File: config.mk
export PLATFORM = sky130hd
export DESIGN_NAME = can_wake_frame_pattern_regs
export DESIGN_NICKNAME = d
export VERILOG_FILES = /design/src/design/wake_frame_pkg.sv /design/src/design/can_wake_frame_pattern_regs.sv
export VERILOG_INCLUDE_DIRS = /design/src /design/src/design
export SDC_FILE = /design/constraint.sdc
export NUM_CORES = 1
export LEC_CHECK = 0
export BUFFER_PORTS_ARGS = -buffer_cell sky130_fd_sc_hd__buf_2
export CAP_MARGIN = 10
export CORE_MARGIN = 8
export CORE_UTILIZATION = 44
export DETAILED_ROUTE_END_ITERATION = 7
export GPL_TIMING_DRIVEN = 1
export PLACE_DENSITY = 0.77
export SLEW_MARGIN = 25
export SYNTH_ARGS = -nofsm -noshare
export SYNTH_HDL_FRONTEND = slang
export SYNTH_SLANG_ARGS = --single-unit
File: constraint.sdc
create_clock -name sys_clk_i -period 2.65 [get_ports sys_clk_i]
set_input_delay 0.1325 -clock sys_clk_i [delete_from_list [all_inputs] [get_ports sys_clk_i]]
set_output_delay 0.1325 -clock sys_clk_i [all_outputs]
set_load 0.02 [all_outputs]
File: src/design/wake_frame_defs.svh
`ifndef WAKE_FRAME_DEFS_SVH
`define WAKE_FRAME_DEFS_SVH

// Register indices on the 7-bit register address
`define ADDR_MASK_HIGH 7'h34
`define ADDR_MASK_LOW 7'h35
`define ADDR_LEN_CODE 7'h36
`define ADDR_BYTES_7_6 7'h37
`define ADDR_BYTES_5_4 7'h38

// Field layout of the low mask register
`define MASK_LOW_UPPER_MSB 15
`define MASK_LOW_UPPER_LSB 8
`define MASK_LOW_LOWER_MSB 6
`define MASK_LOW_LOWER_LSB 2

// Length code field and its payload clamp
`define LEN_CODE_MSB 3
`define LEN_CODE_FULL 4'h8

// Standard identifier width in bits
`define STD_ID_BITS 11

// Reset values
`define REG16_RESET 16'h0000
`define REG13_RESET 13'h0000
`define LEN_RESET 4'h0
`endif

File: src/design/wake_frame_pkg.sv
package wake_frame_pkg;

    // One received frame as offered by the receiver
    typedef struct packed {
        logic [28:0] id;
        logic ext_id;
        logic [3:0] len_code;
        logic [63:0] payload;
    } rx_frame_s;

    // Register write or read request
    typedef struct packed {
        logic wr_en;
        logic rd_en;
        logic [6:0] addr;
        logic [15:0] wdata;
    } reg_req_s;

    // Expected-frame fields kept outside this bank
    typedef struct packed {
        logic [28:0] id;
        logic ext_id;
        logic [31:0] bytes_3_0;
    } wake_ref_s;

endpackage : wake_frame_pkg

File: src/design/can_wake_frame_pattern_regs.sv
`timescale 1ns/1ps
`default_nettype none
`include "wake_frame_defs.svh"

module can_wake_frame_pattern_regs (
    input wire logic sys_clk_i,
    input wire logic nrst_i,
    input wire logic soft_rst_i,
    input wire logic restart_i,
    input wire wake_frame_pkg::reg_req_s reg_req_i,
    input wire wake_frame_pkg::wake_ref_s wake_ref_i,
    input wire logic rx_valid_i,
    input wire wake_frame_pkg::rx_frame_s rx_frame_i,
    output logic [15:0] rdata_o,
    output logic rdata_valid_o,
    output logic wake_up_frame_o,
    output logic check_done_o
);
    logic rst_meta_n;
    logic rst_n;
    logic [15:0] mask_high_reg;
    logic [12:0] mask_low_reg;
    logic [3:0] len_code_reg;
    logic [15:0] bytes_7_6_reg;
    logic [15:0] bytes_5_4_reg;
    logic [15:0] rdata_next;
    logic [28:0] id_mask;
    logic [28:0] id_width;
    logic [28:0] id_diff;
    logic [3:0] byte_count;
    logic [63:0] exp_payload;
    logic [7:0] byte_ok;
    logic id_ok;
    logic len_ok;
    logic match_next;

    // Release reset through two flops; assertion stays asynchronous
    always_ff @(posedge sys_clk_i or negedge nrst_i) begin
        if (!nrst_i) begin
            rst_meta_n <= 1'b0;
            rst_n <= 1'b0;
        end else begin
            rst_meta_n <= 1'b1;
            rst_n <= rst_meta_n;
        end
    end

    wire wr_mask_high = reg_req_i.wr_en && (reg_req_i.addr == `ADDR_MASK_HIGH);
    wire wr_mask_low = reg_req_i.wr_en && (reg_req_i.addr == `ADDR_MASK_LOW);
    wire wr_len = reg_req_i.wr_en && (reg_req_i.addr == `ADDR_LEN_CODE);
    wire wr_b76 = reg_req_i.wr_en && (reg_req_i.addr == `ADDR_BYTES_7_6);
    wire wr_b54 = reg_req_i.wr_en && (reg_req_i.addr == `ADDR_BYTES_5_4);

    // Restart blocks all register writes; reserved bits are never stored
    always_ff @(posedge sys_clk_i or negedge rst_n) begin
        if (!rst_n) begin
            mask_high_reg <= `REG16_RESET;
            mask_low_reg <= `REG13_RESET;
            len_code_reg <= `LEN_RESET;
            bytes_7_6_reg <= `REG16_RESET;
            bytes_5_4_reg <= `REG16_RESET;
        end else if (soft_rst_i) begin
            mask_high_reg <= `REG16_RESET;
            mask_low_reg <= `REG13_RESET;
            len_code_reg <= `LEN_RESET;
            bytes_7_6_reg <= `REG16_RESET;
            bytes_5_4_reg <= `REG16_RESET;
        end else if (!restart_i) begin
            if (wr_mask_high) begin
                mask_high_reg <= reg_req_i.wdata;
            end
            if (wr_mask_low) begin
                mask_low_reg <= {reg_req_i.wdata[`MASK_LOW_UPPER_MSB:`MASK_LOW_UPPER_LSB],
                    reg_req_i.wdata[`MASK_LOW_LOWER_MSB:`MASK_LOW_LOWER_LSB]};
            end
            if (wr_len) begin
                len_code_reg <= reg_req_i.wdata[`LEN_CODE_MSB:0];
            end
            if (wr_b76) begin
                bytes_7_6_reg <= reg_req_i.wdata;
            end
            if (wr_b54) begin
                bytes_5_4_reg <= reg_req_i.wdata;
            end
        end
    end

    // Read path; unmapped addresses read zero
    always_comb begin
        rdata_next = `REG16_RESET;
        if (reg_req_i.addr == `ADDR_MASK_HIGH) begin
            rdata_next = mask_high_reg;
        end else if (reg_req_i.addr == `ADDR_MASK_LOW) begin
            rdata_next = {mask_low_reg[12:5], 1'b0, mask_low_reg[4:0], 2'b00};
        end else if (reg_req_i.addr == `ADDR_LEN_CODE) begin
            rdata_next = {12'h000, len_code_reg};
        end else if (reg_req_i.addr == `ADDR_BYTES_7_6) begin
            rdata_next = bytes_7_6_reg;
        end else if (reg_req_i.addr == `ADDR_BYTES_5_4) begin
            rdata_next = bytes_5_4_reg;
        end
    end

    always_ff @(posedge sys_clk_i or negedge rst_n) begin
        if (!rst_n) begin
            rdata_o <= `REG16_RESET;
            rdata_valid_o <= 1'b0;
        end else begin
            rdata_o <= reg_req_i.rd_en ? rdata_next : `REG16_RESET;
            rdata_valid_o <= reg_req_i.rd_en;
        end
    end

    // Identifier compare: only masked-in bits within the selected width
    assign id_width = rx_frame_i.ext_id ? {29{1'b1}} : 29'h0000_07FF;
    assign id_mask = {mask_high_reg, mask_low_reg} & id_width;
    assign id_diff = (rx_frame_i.id ^ wake_ref_i.id) & id_mask;
    assign id_ok = (id_diff == 29'h0000_0000) && (rx_frame_i.ext_id == wake_ref_i.ext_id);

    // Bit-for-bit code match; 8..15 are not interchangeable
    assign len_ok = (rx_frame_i.len_code == len_code_reg);
    assign byte_count = (len_code_reg >= `LEN_CODE_FULL) ? `LEN_CODE_FULL : len_code_reg;
    assign exp_payload = {bytes_7_6_reg, bytes_5_4_reg, wake_ref_i.bytes_3_0};

    genvar gi;
    generate
        for (gi = 0; gi < 8; gi = gi + 1) begin : g_byte
            // Bytes beyond the length are not compared
            assign byte_ok[gi] = (4'(gi) >= byte_count) ||
                (rx_frame_i.payload[gi*8 +: 8] == exp_payload[gi*8 +: 8]);
        end
    endgenerate

    assign match_next = id_ok && len_ok && (&byte_ok);

    always_ff @(posedge sys_clk_i or negedge rst_n) begin
        if (!rst_n) begin
            wake_up_frame_o <= 1'b0;
            check_done_o <= 1'b0;
        end else begin
            wake_up_frame_o <= rx_valid_i && match_next;
            check_done_o <= rx_valid_i;
        end
    end

    a_mask_low_pack: assert property (@(posedge sys_clk_i) disable iff (!rst_n)
        wr_mask_low && !soft_rst_i && !restart_i ##1 reg_req_i.rd_en &&
        reg_req_i.addr == `ADDR_MASK_LOW |=> rdata_o == ($past(reg_req_i.wdata, 2) & 16'hFF7C))
        else $error("Low mask readback wrong");
    a_reserved_zero: assert property (@(posedge sys_clk_i) disable iff (!rst_n)
        $past(reg_req_i.rd_en) && $past(reg_req_i.addr) == `ADDR_LEN_CODE |->
        rdata_o[15:4] == 12'h000)
        else $error("Reserved length bits not zero");
    a_soft_clear: assert property (@(posedge sys_clk_i) disable iff (!rst_n)
        soft_rst_i |=> mask_low_reg == `REG13_RESET && len_code_reg == `LEN_RESET &&
        bytes_7_6_reg == `REG16_RESET && bytes_5_4_reg == `REG16_RESET &&
        mask_high_reg == `REG16_RESET)
        else $error("Soft reset did not clear");
    a_restart_keep: assert property (@(posedge sys_clk_i) disable iff (!rst_n)
        restart_i && !soft_rst_i |=> $stable(bytes_7_6_reg) && $stable(bytes_5_4_reg) &&
        $stable(mask_low_reg) && $stable(len_code_reg))
        else $error("Restart changed a register");
    a_len_exact: assert property (@(posedge sys_clk_i) disable iff (!rst_n)
        rx_valid_i && rx_frame_i.len_code != len_code_reg |=> !wake_up_frame_o)
        else $error("Match with differing length code");
    a_byte_mismatch: assert property (@(posedge sys_clk_i) disable iff (!rst_n)
        rx_valid_i && len_code_reg >= `LEN_CODE_FULL &&
        rx_frame_i.payload[63:56] != bytes_7_6_reg[15:8] |=> !wake_up_frame_o)
        else $error("Byte 7 ignored at full length");
    a_unmasked_free: assert property (@(posedge sys_clk_i) disable iff (!rst_n)
        rx_valid_i && mask_high_reg == 16'h0000 && mask_low_reg == 13'h0000 &&
        len_code_reg == `LEN_RESET && rx_frame_i.len_code == `LEN_RESET &&
        rx_frame_i.ext_id == wake_ref_i.ext_id |=> wake_up_frame_o)
        else $error("Unmasked frame not matched");
    a_std_width: assert property (@(posedge sys_clk_i) disable iff (!rst_n)
        rx_valid_i && !rx_frame_i.ext_id && id_diff[28:11] != 18'h0_0000 |-> 1'b0)
        else $error("Extended bits compared in standard mode");
    a_done_pulse: assert property (@(posedge sys_clk_i) disable iff (!rst_n)
        wake_up_frame_o |-> check_done_o && $past(rx_valid_i))
        else $error("Match without a frame");

    c_match: cover property (@(posedge sys_clk_i) disable iff (!rst_n) wake_up_frame_o);
    c_miss: cover property (@(posedge sys_clk_i) disable iff (!rst_n)
        check_done_o && !wake_up_frame_o);
    c_restart: cover property (@(posedge sys_clk_i) disable iff (!rst_n) restart_i && wr_b76);
    c_long_code: cover property (@(posedge sys_clk_i) disable iff (!rst_n)
        rx_valid_i && len_code_reg > `LEN_CODE_FULL);

    a_high_write: assert property (@(posedge sys_clk_i) disable iff (!rst_n)
        wr_mask_high && !soft_rst_i && !restart_i
        |=> mask_high_reg == $past(reg_req_i.wdata))
        else $error("High mask write lost");

    a_len_write: assert property (@(posedge sys_clk_i) disable iff (!rst_n)
        wr_len && !soft_rst_i && !restart_i
        |=> len_code_reg == $past(reg_req_i.wdata[`LEN_CODE_MSB:0]))
        else $error("Length code write lost");

    a_b76_write: assert property (@(posedge sys_clk_i) disable iff (!rst_n)
        wr_b76 && !soft_rst_i && !restart_i
        |=> bytes_7_6_reg == $past(reg_req_i.wdata))
        else $error("Bytes 7 and 6 write lost");

    a_b54_write: assert property (@(posedge sys_clk_i) disable iff (!rst_n)
        wr_b54 && !soft_rst_i && !restart_i
        |=> bytes_5_4_reg == $past(reg_req_i.wdata))
        else $error("Bytes 5 and 4 write lost");

    a_low_reserved: assert property (@(posedge sys_clk_i) disable iff (!rst_n)
        $past(reg_req_i.rd_en) && $past(reg_req_i.addr) == `ADDR_MASK_LOW
        |-> rdata_o[7] == 1'b0 && rdata_o[1:0] == 2'b00)
        else $error("Low mask reserved bits not zero");

    a_len_readback: assert property (@(posedge sys_clk_i) disable iff (!rst_n)
        $past(reg_req_i.rd_en) && $past(reg_req_i.addr) == `ADDR_LEN_CODE
        |-> rdata_o[`LEN_CODE_MSB:0] == $past(len_code_reg))
        else $error("Length code readback wrong");

    a_b76_readback: assert property (@(posedge sys_clk_i) disable iff (!rst_n)
        $past(reg_req_i.rd_en) && $past(reg_req_i.addr) == `ADDR_BYTES_7_6
        |-> rdata_o == $past(bytes_7_6_reg))
        else $error("Bytes 7 and 6 readback wrong");

    a_b54_readback: assert property (@(posedge sys_clk_i) disable iff (!rst_n)
        $past(reg_req_i.rd_en) && $past(reg_req_i.addr) == `ADDR_BYTES_5_4
        |-> rdata_o == $past(bytes_5_4_reg))
        else $error("Bytes 5 and 4 readback wrong");

    a_high_readback: assert property (@(posedge sys_clk_i) disable iff (!rst_n)
        $past(reg_req_i.rd_en) && $past(reg_req_i.addr) == `ADDR_MASK_HIGH
        |-> rdata_o == $past(mask_high_reg))
        else $error("High mask readback wrong");

    a_restart_low: assert property (@(posedge sys_clk_i) disable iff (!rst_n)
        restart_i && !soft_rst_i
        |=> $stable(mask_low_reg))
        else $error("Restart changed low mask");

    a_restart_len: assert property (@(posedge sys_clk_i) disable iff (!rst_n)
        restart_i && !soft_rst_i
        |=> $stable(len_code_reg))
        else $error("Restart changed length code");

    a_restart_high: assert property (@(posedge sys_clk_i) disable iff (!rst_n)
        restart_i && !soft_rst_i
        |=> $stable(mask_high_reg))
        else $error("Restart changed high mask");

    a_mask_ignore: assert property (@(posedge sys_clk_i) disable iff (!rst_n)
        rx_valid_i && id_mask == 29'h0000_0000 && rx_frame_i.ext_id == wake_ref_i.ext_id &&
        len_ok && (&byte_ok) |=> wake_up_frame_o)
        else $error("Ignored id bits blocked a match");

    a_id_compare: assert property (@(posedge sys_clk_i) disable iff (!rst_n)
        rx_valid_i && id_diff != 29'h0000_0000
        |=> !wake_up_frame_o)
        else $error("Compared id bit differs but matched");

    a_std_ignore: assert property (@(posedge sys_clk_i) disable iff (!rst_n)
        rx_valid_i && !rx_frame_i.ext_id && !wake_ref_i.ext_id && len_ok && (&byte_ok) &&
        ((rx_frame_i.id ^ wake_ref_i.id) & {mask_high_reg, mask_low_reg} & 29'h0000_07FF) ==
        29'h0000_0000 |=> wake_up_frame_o) else $error("Standard id match missed");

    a_zero_len: assert property (@(posedge sys_clk_i) disable iff (!rst_n)
        rx_valid_i && len_code_reg == `LEN_RESET && len_ok && id_ok
        |=> wake_up_frame_o)
        else $error("Empty payload frame not matched");

    a_no_frame: assert property (@(posedge sys_clk_i) disable iff (!rst_n)
        !rx_valid_i
        |=> !wake_up_frame_o && !check_done_o)
        else $error("Check result without a frame");

    a_read_valid: assert property (@(posedge sys_clk_i) disable iff (!rst_n)
        reg_req_i.rd_en
        |=> rdata_valid_o)
        else $error("Read not answered");

    a_read_idle: assert property (@(posedge sys_clk_i) disable iff (!rst_n)
        !reg_req_i.rd_en
        |=> !rdata_valid_o && rdata_o == `REG16_RESET)
        else $error("Read data without a read");

    c_std_match: cover property (@(posedge sys_clk_i) disable iff (!rst_n)
        rx_valid_i && !rx_frame_i.ext_id && match_next);

endmodule : can_wake_frame_pattern_regs

`default_nettype wire

==> results.sh <==
export IMPL_register_area_share_after_synthesis_pct=43.03
export IMPL_drv_cap=0
export IMPL_slowest_stage="nor4_1"
export IMPL_ios=209
export IMPL_row_count=39
export IMPL_post_cts_buffers=0
export IMPL_gr_total_overflow=0
export IMPL_final_fill_count=990
export IMPL_globalplace_congestion=0.8553
export IMPL_endpoint_kind="flop"
export IMPL_die_area_mm2=0.01503
export IMPL_ys_dominant_reg_cell="dfrtp_1"
export IMPL_grt_pass1_wl_um=27140
export IMPL_ys_warn_count=0
export IMPL_skew_ns=0.01194
export IMPL_cts_buffer_depth=2
export IMPL_first_global_vias=5161
export IMPL_core_area_mm2=0.01127
export IMPL_cts_htree_levels=3
export IMPL_timing_critical_path_from_type="flop"
export IMPL_synth_edf_count=0
export IMPL_fraction_of_layout_cells_with_a_size_suffix_above_1_pct=34.99
export IMPL_syn_nets=705
export IMPL_final_critical_period_ns=1.694
export IMPL_crit_chain="xor2_1 -> nor4_1 -> nand4_1 -> o21ai_0 -> and4b_1"
export IMPL_unrepaired_setup_endpoints_after_global_routing="false"
export IMPL_result_of_the_run="complete, no violations"
export IMPL_final_hold_worst_slack_ns=0.06860
export IMPL_highest_fanout_seen_on_the_critical_path=3
export IMPL_design_power_total_mw=3.118
export IMPL_worst_endpoint_arrival_ns=1.98
export IMPL_worst_setup_hold_path_clk_slew_ns=0.07
export IMPL_routed_via_count=4842
export IMPL_post_route_drc_count=0
export IMPL_setup_tns_ns=0
export IMPL_ys_ff_latch=86
export IMPL_relSlewSlack_pct=53.55
export IMPL_fmax_mhz=590.2
export IMPL_wirelength_um=17710
export IMPL_postSynth_asyncResetShare_pct=100.0
export IMPL_dpl_hpwl_um=13850
export IMPL_dr_pass1_iters=6
export IMPL_die_h_um=122.6
export IMPL_postSynthCellCount=515
export IMPL_drv_slew=0
export IMPL_tritoncts_num_sinks=86
export IMPL_floorplan_die_width_um=122.6
export IMPL_port_buffer_count=208
export IMPL_clock_insertion_delay_worst_skew_ns=0.34
export IMPL_area_growth_syn_to_layout_pct=30.65
export IMPL_synthesized_area_per_cell_um2=9.711
export IMPL_worst_ir_drop_vdd_mv=0.3053
export IMPL_area_sequential_mm2=0.002156
export IMPL_powerDensity_mw_per_mm2=477.2
export IMPL_clock_root_buffer="clkbuf_16"
export IMPL_multi_input_comb_area_mm2=0.002714
export IMPL_post_route_antenna_net_violation_count=0
export IMPL_grt_antenna_before_repair=2
export IMPL_cts_buffers_inserted=9
export IMPL_slowest_delay_ns=0.57
export IMPL_start_util_pct=44.37
export IMPL_route_detailed_vias_per_inst=5.559
export IMPL_worstHoldPathType="primary input to flop"
export IMPL_p_leak_nw=3.024
export IMPL_netlist_area_mm2=0.005001
export IMPL_setup_viol=0
export IMPL_finalHoldViolations=0
export IMPL_pin_count_of_the_biggest_net_entering_global_routing=44
export IMPL_grtUsageTotal_pct=23.46
export IMPL_cp_data_required_time_ns=2.93
export IMPL_min_period_over_period_pct=63.93
export IMPL_nNetsFinal=911
export IMPL_drt_iter0_drc=357
export IMPL_worst_pin_slew_ns=0.6951
export IMPL_drt_wirelength_per_cell_um=20.33
export IMPL_final_util_pct=57.96
export IMPL_cts_tree="done"
export IMPL_path_class="flop to flop"
export IMPL_synth_distinct_cells=47
## power by group
group	switching [mW]	internal, mW	total, mW
clock network	0.564	0.841	1.41
registers	0.0145	1.32	1.33
logic	0.200	0.181	0.381
total	0.779	2.34	3.12
## logic make-up after synthesis
family | Yosys count | share of synthesized area (%)
buf+inv | 26 | 2.702
flops | 86 | 43.03
simple gates | 168 | 16.59
mux | 29 | 5.804
compound gates | 108 | 14.81
xor+xnor | 97 | 16.99
other cells | 1 | 0.07498
## critical path, delay by kind of cell, from the launching register on
kind                      cells  cell delay (ns)
xor gates and xnor gates      1             0.20
and+or+nand+nor               3             0.93
DFF                           1             0.41
AOI/OAI and AO/OA             1             0.10
## layout make-up
| type | count | area share (%) |
|---|---|---|
| clock buffers | 9 | 3.447 |
| clock inverters | 7 | 1.570 |
| flip-flops and latches | 86 | 33.00 |
| repair buffers | 220 | 17.58 |
| well taps | 143 | 2.738 |
| multi-input cells | 403 | 41.54 |
| inverters | 1 | 0.05745 |
| diodes | 2 | 0.07660 |
## stage by stage
step / area [um2] / setup slack (ns) / std cells
after global routing: 6534 / 0.8894 / 871
final: 6534 / 0.9558 / 871
after detailed placement: 6181 / 0.7891 / 851
after global placement: 6161 / 0.8702 / 850
after CTS: 6529 / 0.9781 / 869
after floorplan: 5001 / 0.07732 / 515
## cells in the mapped netlist, types with 3 or more instances
cell type	n	area, um2
o21ai_0	15	75.07
nor4_1	10	62.56
a22oi_1	12	90.09
buf_2	5	25.02
a21oi_1	32	160.2
xor2_1	69	604.3
clkbuf_1	15	56.30
a222oi_1	12	120.1
nor2_1	34	127.6
a221oi_1	5	43.79
xnor2_1	28	245.2
a21oi_2	10	87.58
a21boi_1	3	22.52
a21boi_0	9	67.56
nand2b_1	4	25.02
mux2i_1	29	290.3
nor2b_1	3	18.77
dfrtp_1	86	2152
nand4_1	11	68.82
nand3_1	3	15.01
nand2_1	86	322.8
## worst paths after layout
kind                                                   start                            to  slack [ns]  cells after the start
worst max register to register  bytes_7_6_reg[5]$_DFFE_PN0P_     wake_up_frame_o$_DFF_PN0_        0.96                      5
worst max-delay path            bytes_7_6_reg[5]$_DFFE_PN0P_     wake_up_frame_o$_DFF_PN0_        0.96                      5
min in group asynchronous                             nrst_i          rst_meta_n$_DFF_PN0_        0.10                      2
max in group asynchronous                    rst_n$_DFF_PN0_  bytes_7_6_reg[3]$_DFFE_PN0P_        1.69                      1
worst min register to register               rst_n$_DFF_PN0_  mask_high_reg[8]$_DFFE_PN0P_        0.32                      0
worst min-delay path                           reg_req_i[23]       rdata_valid_o$_DFF_PN0_        0.07                      1
## placed cells by master (no fill, tap or decap), types with 3 or more instances in the layout
| cell type | count |
|---|---|
| buf_2 | 208 |
| nand2_1 | 86 |
| dfrtp_1 | 85 |
| xor2_1 | 69 |
| nor2_1 | 34 |
| a21oi_1 | 32 |
| mux2i_1 | 29 |
| xnor2_1 | 28 |
| o21ai_0 | 15 |
| a222oi_1 | 12 |
| a22oi_1 | 12 |
| nand4_1 | 11 |
| nor4_1 | 10 |
| a21oi_2 | 10 |
| a21boi_0 | 9 |
| clkbuf_16 | 9 |
| buf_4 | 9 |
| a221oi_1 | 5 |
| nand2b_1 | 4 |
| nor2b_1 | 3 |
| a21boi_1 | 3 |
| nand3_1 | 3 |
| inv_6 | 3 |
## layer usage
layer | share of wire [%] | global-route usage [%]
met1 | 40 | 29.48
met3 | 7.4 | 4.600
met5 | 0 | 0
met4 | 2.6 | 8.302
met2 | 50 | 39.49
## what timing repair did
item	CTS	global route
endpoints found under the setup margin	0	0
hold buffers	2	0
resized for setup	0	0
hold endpoints to repair	3	0
Note: power is estimated with default switching activity, not from simulation.
